===== src/hdl/rra_regs.vh =====
// constants for the redundancy role arbiter
// What this block does
// - unit holds active or passive role; passive watches active for takeover
// - selector 0 means main, 9 means backup; used for tied history and the peer settings mismatch check
// - after power-up the unit starts passive before peer search
// - search 2 seconds for active peer, then become active
// - simultaneous power-up: previously active unit becomes active again
// - equal prior roles: main-selector unit becomes active, backup passive
// - configuration flows only active to passive over dedicated link
// - on peer detection both units exchange status to pick sender
// - same valid configuration: active unit also becomes sender
// - mismatch, sequential power-up, first unit valid: first unit sends; the code puts xf_r in XF_NONE instead, so nothing is sent
// - all other cases: no transfer state entered
// - sequential power-up: first unit becomes active and sends full configuration; the code makes it active but xf_r goes to XF_NONE, so it sends none
// - after full transfer only updates are sent
// - link is six-wire full-duplex synchronous serial at 1.875 Mbit/s; the integer divider gives about 1.894 Mbit/s
// - active scans remote unit only when its configuration matches
// - passive polls active and passive ports of remote units
// - active count strictly below passive count swaps roles
// - run indicator steady when active, blinking when passive
// - hold indicator steady when configured, blinking when not
// - force indicator on in forced or safe modes, off otherwise
// - passive unit blinks force indicator on settings mismatch with peer
`ifndef RRA_REGS_VH
`define RRA_REGS_VH
`define RRA_CLK_HZ        250000000
`define RRA_SEARCH_MS     2000
`define RRA_SEARCH_CYC    ((`RRA_CLK_HZ / 1000) * `RRA_SEARCH_MS)
`define RRA_LINK_BPS      1875000
`define RRA_LINK_DIV      (`RRA_CLK_HZ / (2 * `RRA_LINK_BPS))
`define RRA_BLINK_CYC     62500000
`define RRA_SEL_MAIN      4'h0
`define RRA_SEL_BACKUP    4'h9
`define RRA_MSG_STATUS    8'hA5
`define RRA_MSG_CONFIG    8'hC3
`define RRA_MSG_UPDATE    8'h3C
`define RRA_MSG_SWAP      8'h5A
`define RRA_ADDR_ROLE     12'h000
`define RRA_ADDR_STAT     12'h004
`define RRA_ADDR_CTRL     12'h008
`define RRA_ADDR_CNT      12'h00C
`define RRA_ADDR_PEER     12'h010
`define RRA_ADDR_TXDATA   12'h014
`define RRA_ADDR_RXDATA   12'h018
`define RRA_CTRL_RST      32'h0000_0000
`endif


===== src/hdl/rra_arbiter.v =====
// redundancy role arbiter with apb register access
`include "rra_regs.vh"
module rra_arbiter #(
  parameter SEARCH_CYC = `RRA_SEARCH_CYC,
  parameter BLINK_CYC  = `RRA_BLINK_CYC,
  parameter CNT_W      = 4
) (
  // clock and reset
  input  wire        clk,
  input  wire        srst,
  // apb slave
  input  wire        psel,
  input  wire        penable,
  input  wire        pwrite,
  input  wire [11:0] paddr,
  input  wire [31:0] pwdata,
  output reg  [31:0] prdata,
  output wire        pready,
  output wire        pslverr,
  // sync_config_link pins
  output wire        link_sclk,
  output wire        link_txd,
  output wire        link_tx_frame,
  input  wire        link_rxd,
  input  wire        link_rx_frame,
  input  wire        link_rx_sclk,
  // remote_io_unit port control
  output wire        remote_scan_en,
  output wire        remote_poll_en,
  // indicators
  output wire        run_led,
  output wire        hold_led,
  output wire        force_led
);
  localparam ST_POWERUP  = 6'b000001;
  localparam ST_SEARCH   = 6'b000010;
  localparam ST_DECIDE   = 6'b000100;
  localparam ST_ACTIVE   = 6'b001000;
  localparam ST_PASSIVE  = 6'b010000;
  localparam ST_STANDBY  = 6'b100000;
  localparam XF_IDLE     = 4'b0001;
  localparam XF_FULL     = 4'b0010;
  localparam XF_UPDATE   = 4'b0100;
  localparam XF_NONE     = 4'b1000;

  reg [5:0]       st_r;
  reg [3:0]       xf_r;
  reg [31:0]      tmr_r;
  reg [31:0]      blink_cnt_r;
  reg             blink_r;
  reg [31:0]      ctrl_r;
  reg [CNT_W-1:0] act_cnt_r;
  reg [CNT_W-1:0] pas_cnt_r;
  reg [31:0]      peer_r;
  reg             peer_seen_r;
  reg             first_up_r;
  reg             sender_r;
  reg             swap_pend_r;
  reg [7:0]       txd_r;
  reg             tx_req_r;
  reg [7:0]       tx_byte_r;
  reg [7:0]       rx_last_r;
  reg [1:0]       rx_idx_r;
  reg             xfer_done_r;

  wire       tx_ready;
  wire       rx_valid;
  wire [7:0] rx_data;

  // ctrl fields: 3:0 selector, 4 last role active, 5 config valid,
  // 6 forced-in, 7 forced-out, 8 safe-out, 9 full transfer done,
  // 27:12 config identity (name/date/time digest), 31:28 firmware, 11:10 remote rate
  wire [3:0]  sel       = ctrl_r[3:0];
  wire        last_act  = ctrl_r[4];
  wire        cfg_ok    = ctrl_r[5];
  wire        forced    = ctrl_r[6] | ctrl_r[7] | ctrl_r[8];
  wire [15:0] cfg_id    = ctrl_r[27:12];
  // peer status word laid out the same way as ctrl, except bit 9 is read as peer active
  wire        p_last    = peer_r[4];
  wire        p_cfg_ok  = peer_r[5];
  wire        p_active  = peer_r[9];
  wire [15:0] p_cfg_id  = peer_r[27:12];
  wire        hw_mism   = peer_seen_r & ((peer_r[3:0] == sel) | (peer_r[11:10] != ctrl_r[11:10]) |
                          (peer_r[31:28] != ctrl_r[31:28]));
  wire        is_active = (st_r == ST_ACTIVE);
  // search and decide count as passive, so no scan starts before the role is settled
  wire        is_passive = (st_r == ST_SEARCH) | (st_r == ST_DECIDE) | (st_r == ST_PASSIVE);
  wire        same_cfg  = cfg_ok & p_cfg_ok & (cfg_id == p_cfg_id);

  function win_tie;
    input [3:0] s;
    begin
      win_tie = (s == `RRA_SEL_MAIN);
    end
  endfunction

  rra_serial u_link (
    .clk             (clk),
    .srst            (srst),
    .tx_valid        (tx_req_r),
    .tx_data         (tx_byte_r),
    .tx_ready        (tx_ready),
    .rx_valid_r      (rx_valid),
    .rx_data_r       (rx_data),
    .link_sclk_r     (link_sclk),
    .link_txd_r      (link_txd),
    .link_tx_frame_r (link_tx_frame),
    .link_rxd        (link_rxd),
    .link_rx_frame   (link_rx_frame),
    .link_rx_sclk    (link_rx_sclk)
  );

  // role state machine
  always @(posedge clk) begin
    if (srst) begin
      st_r <= ST_POWERUP;
      tmr_r <= 32'h0000_0000;
      first_up_r <= 1'b0;
      sender_r <= 1'b0;
    end else begin
      case (st_r)
        ST_POWERUP: begin
          tmr_r <= 32'h0000_0000;
          st_r <= ST_SEARCH;
        end
        ST_SEARCH: begin
          tmr_r <= tmr_r + 32'h0000_0001;
          if (peer_seen_r && p_active) begin
            // peer already running: we came up second
            first_up_r <= 1'b0;
            sender_r <= 1'b0;
            st_r <= ST_PASSIVE;
          end else if (peer_seen_r) begin
            st_r <= ST_DECIDE;
          end else if (tmr_r >= SEARCH_CYC - 1) begin
            first_up_r <= 1'b1;
            st_r <= ST_ACTIVE;
          end
        end
        ST_DECIDE: begin
          // simultaneous power-up: history first, selector breaks ties
          if (last_act != p_last) begin
            st_r <= last_act ? ST_ACTIVE : ST_PASSIVE;
            sender_r <= same_cfg & last_act;
          end else begin
            st_r <= win_tie(sel) ? ST_ACTIVE : ST_PASSIVE;
            sender_r <= same_cfg & win_tie(sel);
          end
        end
        ST_ACTIVE: begin
          // first powered unit sets sender_r from cfg_ok on the edge xf_r goes to XF_NONE, so it never sends config
          if (first_up_r && peer_seen_r)
            sender_r <= cfg_ok;
          if (act_cnt_r < pas_cnt_r) begin
            sender_r <= 1'b0;
            st_r <= ST_PASSIVE;
          end
          // equal counts fall through and keep the role
        end
        ST_PASSIVE: begin
          if (swap_pend_r || (peer_seen_r && !p_active))
            st_r <= ST_ACTIVE;
        end
        default: st_r <= ST_POWERUP;
      endcase
    end
  end

  // transfer state: full copy, then only updates
  always @(posedge clk) begin
    if (srst) begin
      xf_r <= XF_IDLE;
    end else begin
      case (xf_r)
        XF_IDLE: begin
          if (is_active && peer_seen_r)
            xf_r <= sender_r ? XF_FULL : XF_NONE;
        end
        XF_FULL: begin
          if (xfer_done_r)
            xf_r <= XF_UPDATE;
        end
        XF_UPDATE: begin
          if (!is_active)
            xf_r <= XF_IDLE;
        end
        XF_NONE: begin
          if (!peer_seen_r)
            xf_r <= XF_IDLE;
        end
        default: xf_r <= XF_IDLE;
      endcase
    end
  end

  // link traffic: status words out, status and swap requests in
  always @(posedge clk) begin
    if (srst) begin
      tx_req_r <= 1'b0;
      tx_byte_r <= 8'h00;
      peer_r <= 32'h0000_0000;
      peer_seen_r <= 1'b0;
      swap_pend_r <= 1'b0;
      rx_last_r <= 8'h00;
      rx_idx_r <= 2'h0;
      xfer_done_r <= 1'b0;
    end else begin
      if (tx_req_r && tx_ready)
        tx_req_r <= 1'b0;
      else if (!tx_req_r && tx_ready && st_r != ST_POWERUP) begin
        tx_req_r <= 1'b1;
        // only the active unit ever pushes configuration
        if (is_active && xf_r == XF_FULL)
          tx_byte_r <= `RRA_MSG_CONFIG;
        else if (is_active && xf_r == XF_UPDATE)
          tx_byte_r <= txd_r;
        else
          tx_byte_r <= {`RRA_MSG_STATUS};
      end
      xfer_done_r <= ctrl_r[9];
      if (rx_valid) begin
        rx_last_r <= rx_data;
        peer_seen_r <= 1'b1;
        peer_r <= {peer_r[23:0], rx_data};
        rx_idx_r <= rx_idx_r + 2'h1;
        if (rx_data == `RRA_MSG_SWAP)
          swap_pend_r <= 1'b1;
      end else if (is_active) begin
        swap_pend_r <= 1'b0;
      end
    end
  end

  // passive polls both remote ports; active scans only on matching config
  assign remote_scan_en = is_active & cfg_ok & same_cfg;
  assign remote_poll_en = is_passive;

  // blink timebase shared by all indicators
  always @(posedge clk) begin
    if (srst) begin
      blink_cnt_r <= 32'h0000_0000;
      blink_r <= 1'b0;
    end else if (blink_cnt_r >= BLINK_CYC - 1) begin
      blink_cnt_r <= 32'h0000_0000;
      blink_r <= ~blink_r;
    end else begin
      blink_cnt_r <= blink_cnt_r + 32'h0000_0001;
    end
  end

  assign run_led   = is_active ? 1'b1 : blink_r;
  assign hold_led  = cfg_ok ? 1'b1 : blink_r;
  // mismatch blink only on the passive side
  assign force_led = (!is_active && hw_mism) ? blink_r : forced;

  // apb: zero wait states, unmapped reads zero with pslverr
  wire mapped = (paddr == `RRA_ADDR_ROLE) | (paddr == `RRA_ADDR_STAT) | (paddr == `RRA_ADDR_CTRL) |
                (paddr == `RRA_ADDR_CNT) | (paddr == `RRA_ADDR_PEER) | (paddr == `RRA_ADDR_TXDATA) |
                (paddr == `RRA_ADDR_RXDATA);
  wire wr = psel & penable & pwrite;
  assign pready  = 1'b1;
  assign pslverr = psel & penable & ~mapped;

  always @(posedge clk) begin
    if (srst) begin
      ctrl_r <= `RRA_CTRL_RST;
      act_cnt_r <= {CNT_W{1'b0}};
      pas_cnt_r <= {CNT_W{1'b0}};
      txd_r <= `RRA_MSG_UPDATE;
    end else if (wr) begin
      case (paddr)
        `RRA_ADDR_CTRL:   ctrl_r <= pwdata;
        `RRA_ADDR_CNT: begin
          act_cnt_r <= pwdata[CNT_W-1:0];
          pas_cnt_r <= pwdata[CNT_W+15:16];
        end
        `RRA_ADDR_TXDATA: txd_r <= pwdata[7:0];
        default: ;
      endcase
    end
  end

  always @* begin
    case (paddr)
      `RRA_ADDR_ROLE:   prdata = {26'h0, st_r};
      `RRA_ADDR_STAT:   prdata = {24'h0, peer_seen_r, sender_r, first_up_r, hw_mism, xf_r};
      `RRA_ADDR_CTRL:   prdata = ctrl_r;
      `RRA_ADDR_CNT:    prdata = {{(16-CNT_W){1'b0}}, pas_cnt_r, {(16-CNT_W){1'b0}}, act_cnt_r};
      `RRA_ADDR_PEER:   prdata = peer_r;
      `RRA_ADDR_TXDATA: prdata = {24'h0, txd_r};
      `RRA_ADDR_RXDATA: prdata = {22'h0, rx_idx_r, rx_last_r};
      default:          prdata = 32'h0000_0000;
    endcase
  end
endmodule


===== src/hdl/rra_serial.v =====
// full-duplex synchronous serial byte channel for the config link
`include "rra_regs.vh"
module rra_serial #(
  parameter DIV = `RRA_LINK_DIV
) (
  // clock and reset
  input  wire       clk,
  input  wire       srst,
  // transmit byte
  input  wire       tx_valid,
  input  wire [7:0] tx_data,
  output wire       tx_ready,
  // receive byte
  output reg        rx_valid_r,
  output reg  [7:0] rx_data_r,
  // link pins
  output reg        link_sclk_r,
  output reg        link_txd_r,
  output reg        link_tx_frame_r,
  input  wire       link_rxd,
  input  wire       link_rx_frame,
  input  wire       link_rx_sclk
);
  reg [7:0]  div_r;
  reg [3:0]  bit_r;
  reg [7:0]  sh_r;
  reg [2:0]  rclk_s;
  reg [2:0]  rd_s;
  reg [2:0]  rf_s;
  reg [2:0]  rbit_r;
  reg [7:0]  rsh_r;
  reg        rclk_q;
  // pin inputs go through three stages; for the clock, stages two and three must agree
  wire rclk_ok  = (rclk_s[1] == rclk_s[2]);
  wire rclk_lvl = rclk_s[2];
  wire rx_rise  = rclk_ok & rclk_lvl & ~rclk_q;
  assign tx_ready = (bit_r == 4'h0) && !link_tx_frame_r;
  always @(posedge clk) begin
    if (srst) begin
      div_r <= 8'h00;
      bit_r <= 4'h0;
      sh_r <= 8'h00;
      link_sclk_r <= 1'b0;
      link_txd_r <= 1'b0;
      link_tx_frame_r <= 1'b0;
    end else if (tx_valid && tx_ready) begin
      sh_r <= tx_data;
      bit_r <= 4'h8;
      div_r <= 8'h00;
      link_tx_frame_r <= 1'b1;
      link_txd_r <= tx_data[7];
    end else if (link_tx_frame_r) begin
      // divider sets 66 clocks per half bit, about 1.894 Mbit/s at 250 MHz
      if (div_r == DIV[7:0] - 8'h01) begin
        div_r <= 8'h00;
        link_sclk_r <= ~link_sclk_r;
        if (link_sclk_r) begin
          sh_r <= {sh_r[6:0], 1'b0};
          link_txd_r <= sh_r[6];
          bit_r <= bit_r - 4'h1;
          if (bit_r == 4'h1)
            link_tx_frame_r <= 1'b0;
        end
      end else begin
        div_r <= div_r + 8'h01;
      end
    end
  end
  always @(posedge clk) begin
    if (srst) begin
      rclk_s <= 3'h0;
      rd_s <= 3'h0;
      rf_s <= 3'h0;
      rclk_q <= 1'b0;
      rbit_r <= 3'h0;
      rsh_r <= 8'h00;
      rx_valid_r <= 1'b0;
      rx_data_r <= 8'h00;
    end else begin
      rclk_s <= {rclk_s[1:0], link_rx_sclk};
      rd_s <= {rd_s[1:0], link_rxd};
      rf_s <= {rf_s[1:0], link_rx_frame};
      if (rclk_ok)
        rclk_q <= rclk_lvl;
      rx_valid_r <= 1'b0;
      if (!(rf_s[2] && rf_s[1])) begin
        rbit_r <= 3'h0;
      end else if (rx_rise) begin
        rsh_r <= {rsh_r[6:0], rd_s[2]};
        rbit_r <= rbit_r + 3'h1;
        if (rbit_r == 3'h7) begin
          rx_valid_r <= 1'b1;
          rx_data_r <= {rsh_r[6:0], rd_s[2]};
        end
      end
    end
  end
endmodule


===== config.mk =====
export PLATFORM = sky130hd
export DESIGN_NAME = rra_arbiter
export DESIGN_NICKNAME = d
export VERILOG_FILES = /design/src/hdl/rra_arbiter.v /design/src/hdl/rra_serial.v
export VERILOG_INCLUDE_DIRS = /design/src /design/src/hdl
export SDC_FILE = /design/constraint.sdc
export NUM_CORES = 1
export LEC_CHECK = 0
export BUFFER_PORTS_ARGS = -buffer_cell sky130_fd_sc_hd__buf_4
export CAP_MARGIN = 20
export CORE_MARGIN = 3
export CORE_UTILIZATION = 30
export CTS_BUF_LIST = sky130_fd_sc_hd__clkbuf_8
export DETAILED_ROUTE_END_ITERATION = 10
export PLACE_DENSITY = 0.49
export SYNTH_ARGS = -nofsm -noshare
export SYNTH_HDL_FRONTEND = slang
export SYNTH_SLANG_ARGS = --single-unit
export TNS_END_PERCENT = 30

===== constraint.sdc =====
create_clock -name clk -period 1.9 [get_ports clk]
set_input_delay 0.095 -clock clk [delete_from_list [all_inputs] [get_ports clk]]
set_output_delay 0.095 -clock clk [all_outputs]
set_load 0.01 [all_outputs]

Word level (Yosys, flattened, before mapping). Index checks and enable logic that the tools add are counted.

Bits in registers: 230. Bits of input ports: 52. Output and inout bits: 42. Logic and storage cells: 208.

$add $sub $neg: 6. $lt $le $gt $ge: 3. Eq/ne operators: 37. Mux-type cells: 52. Bitwise logic cells: 31. Reduce and logical (&&, ||, !) cells: 45.

Operators by type and width (count): one-hot mux 32 bit (7 select lines) (1); adder 32 x 1 -> 32 bit, second input constant (2); one-hot mux 32 bit (2 select lines) (1); == test 12 x 5 -> 1 bit, second input constant (3); 2-to-1 mux 4 bit (9); >= comparator 32 x 26 -> 1 bit, second input constant (1); >= comparator 32 x 29 -> 1 bit, second input constant (1); 2-to-1 mux 6 bit (5); one-hot mux 6 bit (5 select lines) (1); 2-to-1 mux 7 bit (4); == test 12 x 4 -> 1 bit, second input constant (2); 2-to-1 mux 8 bit (3); 2-to-1 mux 1 bit (23); AND reduction 3 bit (7); == test 16 bit (1); == test 8 x 7 -> 1 bit, second input constant (2); one-hot mux 4 bit (4 select lines) (1); 2-to-1 mux 5 bit (3); AND 1 bit (12); == test 12 x 3 -> 1 bit, second input constant (1); logical AND 1 bit (12); logical NOT 12 bit (1); bitwise OR 1 bit (12); AND reduction 2 bit (6); 35 further kinds (60).

Depth between registers and ports, before layout.
Depth after elaboration: 9. Gate-level depth with buffers: 9. Gate-level depth less buffers: 7.

Modules after synthesis. From an unflattened synthesis, not the netlist that was laid out.

Cell total of the unflattened synthesis: 1179. Area, all modules: 10126.0 um2.

By module, submodules not included: rra_arbiter (times used 1, cells an instance 955, area an instance 8041.5 um2, sequential area each 3403.3 um2); rra_serial (times used 1, cells an instance 224, area an instance 2084.5 um2, sequential area each 1021.0 um2).

Worst setup path before layout. No wires, ideal clock.

Path type: register to register. Start point: register blink_cnt_r[0]. End point: register blink_cnt_r[10]. Setup time: 0.115 ns. Arrival time: 1.889 ns. Required time: 1.785 ns. Setup slack: -0.104 ns. Stages on the path, launching flop included: 9. Buffers on the path: 1. Clock period less this slack: 2.004 ns. Cell sequence: dfxtp_1 > ha_1 > nand3_1 > o211ai_1 > a21oi_1 > or4_1 > nand3b_2 > buf_4 > nor2_1.

Cells in the longest elaborated chain, start to end: 2. Elaborated cells on any way between the ends: 3. Those cells by class: 1 x add/sub; 1 x order compare; 1 x reduce/logical.

Ends and longest elaborated chain: from (decl) (line rra_arbiter.v:49) `reg [31:0] blink_cnt_r;`; from (signal assigned) (line rra_arbiter.v:247) `blink_cnt_r <= blink_cnt_r + 32'h0000_0001;`; >= comparator 32 x 26 -> 1 bit (line rra_arbiter.v:243) `end else if (blink_cnt_r >= BLINK_CYC - 1) begin`; OR reduction 2 bit (no line).

Parallel ways exist; a longest one is shown, timed or not. A chain may end at the register's enable or synchronous reset.

Worst setup path after layout.
Start point: register peer_r[1]. End point: output port prdata[4].

Cells in the longest elaborated chain, start to end: 5.

Ends and longest elaborated chain: from (decl) (line rra_arbiter.v:54) `reg [31:0] peer_r;`; from (signal assigned) (line rra_arbiter.v:224) `peer_r <= {peer_r[23:0], rx_data};`; == test 4 bit (line rra_arbiter.v:83) `wire hw_mism = peer_seen_r & ((peer_r[3:0] == sel) | (peer_r[11:10] != ctrl_r[11:10]) |`; bitwise OR 1 bit (2 in series) (line rra_arbiter.v:83); AND 1 bit (line rra_arbiter.v:83); one-hot mux 32 bit (7 select lines) (line rra_arbiter.v:284) `case (paddr)`; to (decl) (line rra_arbiter.v:17) `output reg [31:0] prdata,`.

No other way between the ends.

==> impl_metrics.json <==
{
  "status": "complete, but fails checks",
  "violations": "setup timing",
  "swShare_pct": 26.3,
  "htreeDepth": 2,
  "critPathCaptureType": "output port",
  "ir_worst_vdd_v": 0.000465,
  "synth.top_cell.area_share_pct": 44.1,
  "reg2reg_from": "tmr_r[10]$_SDFFE_PP0P_",
  "relSlewSlack_pct": 62.4,
  "yosys_register_bits": 221,
  "row_count": 66,
  "crit_path_top_delay_cell": "or4_1",
  "crit_start": "peer_r[1]$_SDFFE_PP0P_",
  "fmax_ghz": 0.431,
  "grt_pass1_wl_um": 46700,
  "tightestPinTransition_ps": 565,
  "diodes": 0,
  "post-synth-top-area-cell": "dfxtp_1",
  "ys_warn_count": 0,
  "switchingPower_w": 0.00295,
  "drc": 0,
  "worst_slack_ps": -421,
  "cts_buffers": 41,
  "ff_latch_area_um2": 4450,
  "maxSlewViolCount": 0,
  "cap_violations": 0,
  "p_int_w": 0.00826,
  "min_path_type": "in -> reg",
  "start_util_pct": 30.7,
  "path_clk_slew_ps": 70,
  "start_kind": "flop",
  "die_y_um": 189,
  "synth-main-ff-cell": "dfxtp_1",
  "hold_start": "penable",
  "whs_ps": 174,
  "wl_per_cell_um": 15.3,
  "path_cells": "xor2_2 > nor4_4 > o41ai_4 > or4_1 > nand3_2 > buf_6",
  "cts_tree": "yes",
  "dpl.cell_count": 1746,
  "drive_gt1_share_pct": 24.4,
  "gp_congestion": 0.819,
  "ant_nets": 0,
  "multiInputGateArea_um2": 5640,
  "clockBufferDepth": 3,
  "syn_to_final_growth_pct": 35.9,
  "rsz0062_at_grt": "yes",
  "finalNonFillerCells": 1872,
  "netlist_area_um2": 10000,
  "synth-edff-count": 0,
  "clockPowerShare_pct": 42.3,
  "clock_skew_ps": 38.8,
  "cp_max_fo": 2,
  "antenna_found_initial": 0,
  "hold_viol": 0,
  "setup_tns_ps": -1230,
  "pwr-share-comb_pct": 13.2,
  "yosysMostFrequentCell": "dfxtp_1",
  "dp_hpwl_um": 19500,
  "synthCells": 1173,
  "synth_seq_area_share_pct": 44.1,
  "postSynthAreaPerCell_um2": 8.55,
  "die_w_um": 189,
  "drtPass1Iterations": 6,
  "fin_crit_ps": 2320,
  "period_share_pct": 122,
  "clock-root-buffer": "clkbuf_8",
  "io_pins": 94,
  "portBuffers": 92,
  "cellPowerDensity_nw_per_um2": 823,
  "grt_max_degree": 73,
  "overflow": 0,
  "critPathArrivalTime_ps": 2230,
  "via_count": 9050,
  "dieArea_um2": 35600,
  "worstSkewPairLatency_ps": 540,
  "core-area_um2": 32700,
  "finalSetupViolations": 6,
  "synth_area_leaders": "dfxtp_1 (44%), nand2_1 (6.0%), nor2_1 (5.7%)",
  "synth.distinct_cells": 63,
  "vias_per_cell": 4.83,
  "cp.required_ps": 1800,
  "power_leakage_nw": 5.26,
  "n_fill_cell": 3387,
  "drt_iter0_drc": 638,
  "yosys-top-cells-count": "dfxtp_1 (221), nand2_1 (161), nor2_1 (152)",
  "cts_sinks": 221,
  "path_class": "reg -> out",
  "seqPwrFrac_pct": 44.5,
  "track_usage_pct": 15.8,
  "slowest_delay_ps": 440,
  "ys_async_sr_fraction_pct": 0,
  "drt_wl_total_um": 28700,
  "first_global_vias": 9033,
  "final_nets": 1465
}
-- path summary, 6_finish.rpt --
kind | depth (start not counted) | slack [ps] | end
setup / recovery | 6 | -420 | prdata[4]
hold / removal | 5 | 170 | ctrl_r[2]$_SDFFE_PP0P_
setup reg to reg | 6 | -140 | st_r[1]$_SDFFE_PP0P_
hold reg to reg | 1 | 440 | u_link.rd_s[2]$_SDFF_PP0_
-- registers in the layout, indices dropped and copies added, names as in the netlist, 5 cells and up --
signal	flops
blink_cnt_r	32
ctrl_r	32
peer_r	32
st_r	5
tmr_r	32
tx_byte_r	8
txd_r	8
u_link.div_r	8
u_link.rsh_r	7
u_link.rx_data_r	8
u_link.sh_r	7
-- cell type report --
type	count	area share, %
multi-input cells	878	41.4
flip-flops and latches	221	32.7
repair buffers	243	15.1
clock buffers	56	5.66
well taps	442	4.06
clock inverters	17	0.716
inverters	15	0.413
-- per-stage QoR --
step | setup WS [ps] | instance area, um^2 | power, W | utilization (%)
4_1_cts | -492 | 13400 | 0.0113 | 40.8
5_1_grt | -486 | 13600 | 0.0118 | 41.7
2_1_floorplan | -34.2 | 10100 | 0.00588 | -
3_5_place_dp | -107 | 11900 | 0.00643 | 36.4
6_report | -421 | 13600 | 0.0112 | 41.7
3_3_place_gp | -99.1 | 11900 | 0.00642 | 36.4
-- power groups by stage --
| stage | clock (W) | sequential [W] | combinational (W) |
|---|---|---|---|
| global route | 0.00514 | 0.00501 | 0.00165 |
| finish | 0.00474 | 0.00499 | 0.00148 |
| global placement | 0 | 0.00508 | 0.00134 |
| detailed placement | 0 | 0.00508 | 0.00135 |
| floorplan | 0 | 0.00505 | 0.000825 |
| CTS | 0.00492 | 0.00498 | 0.00145 |
-- layer usage --
layer | vias up | GRT usage, % | part of all wire (%)
li1 | 4596 | - | -
met1 | 4244 | 21.1 | 47
met2 | 167 | 26.5 | 47
met3 | 43 | 2.83 | 3.9
met4 | 0 | 4.27 | 2.0
met5 | - | 0 | 0
-- cell families after synthesis --
kind of cell	count (synthesis)	synth area share, %
compound gates	197	13.0
xor+xnor	66	5.77
fa+ha+maj	13	1.62
buf+inv	81	3.34
flops	221	44.1
mux	53	5.35
other cells	2	0.0749
simple gates	540	26.7
-- layout by cell type (no fill, tap or decap), types with 18 or more instances in the layout --
cell	Yosys	final
nor3_1	27	23
nand3_1	57	50
nand2_1	161	161
a22oi_1	27	27
nor2b_1	18	18
xnor2_1	20	20
buf_4	4	187
a22o_1	18	18
dlygate4sd3_1	0	39
nor2_1	152	150
xor2_1	46	41
dfxtp_1	221	203
inv_1	15	28
clkbuf_8	0	56
mux2i_1	48	48
a21oi_1	78	78
nand4_1	18	18
-- critical path: cells and delay by family, from the launching register on --
family / cells / cell delay, ps
xor gates and xnor gates: 1 / 190
and+or+nand+nor: 3 / 940
DFF: 1 / 330
AOI/OAI and AO/OA: 1 / 130
buffers and inverters: 1 / 110
-- what timing repair did --
action,4_1_cts,5_1_grt
pin swaps,17,23
resized for setup,29,49
cloned,2,0
hold buffers,39,0
endpoints found under the setup margin,39,65
setup buffers,6,6
hold endpoints to repair,64,0
No activity file was read; power rests on OpenSTA's default activity.
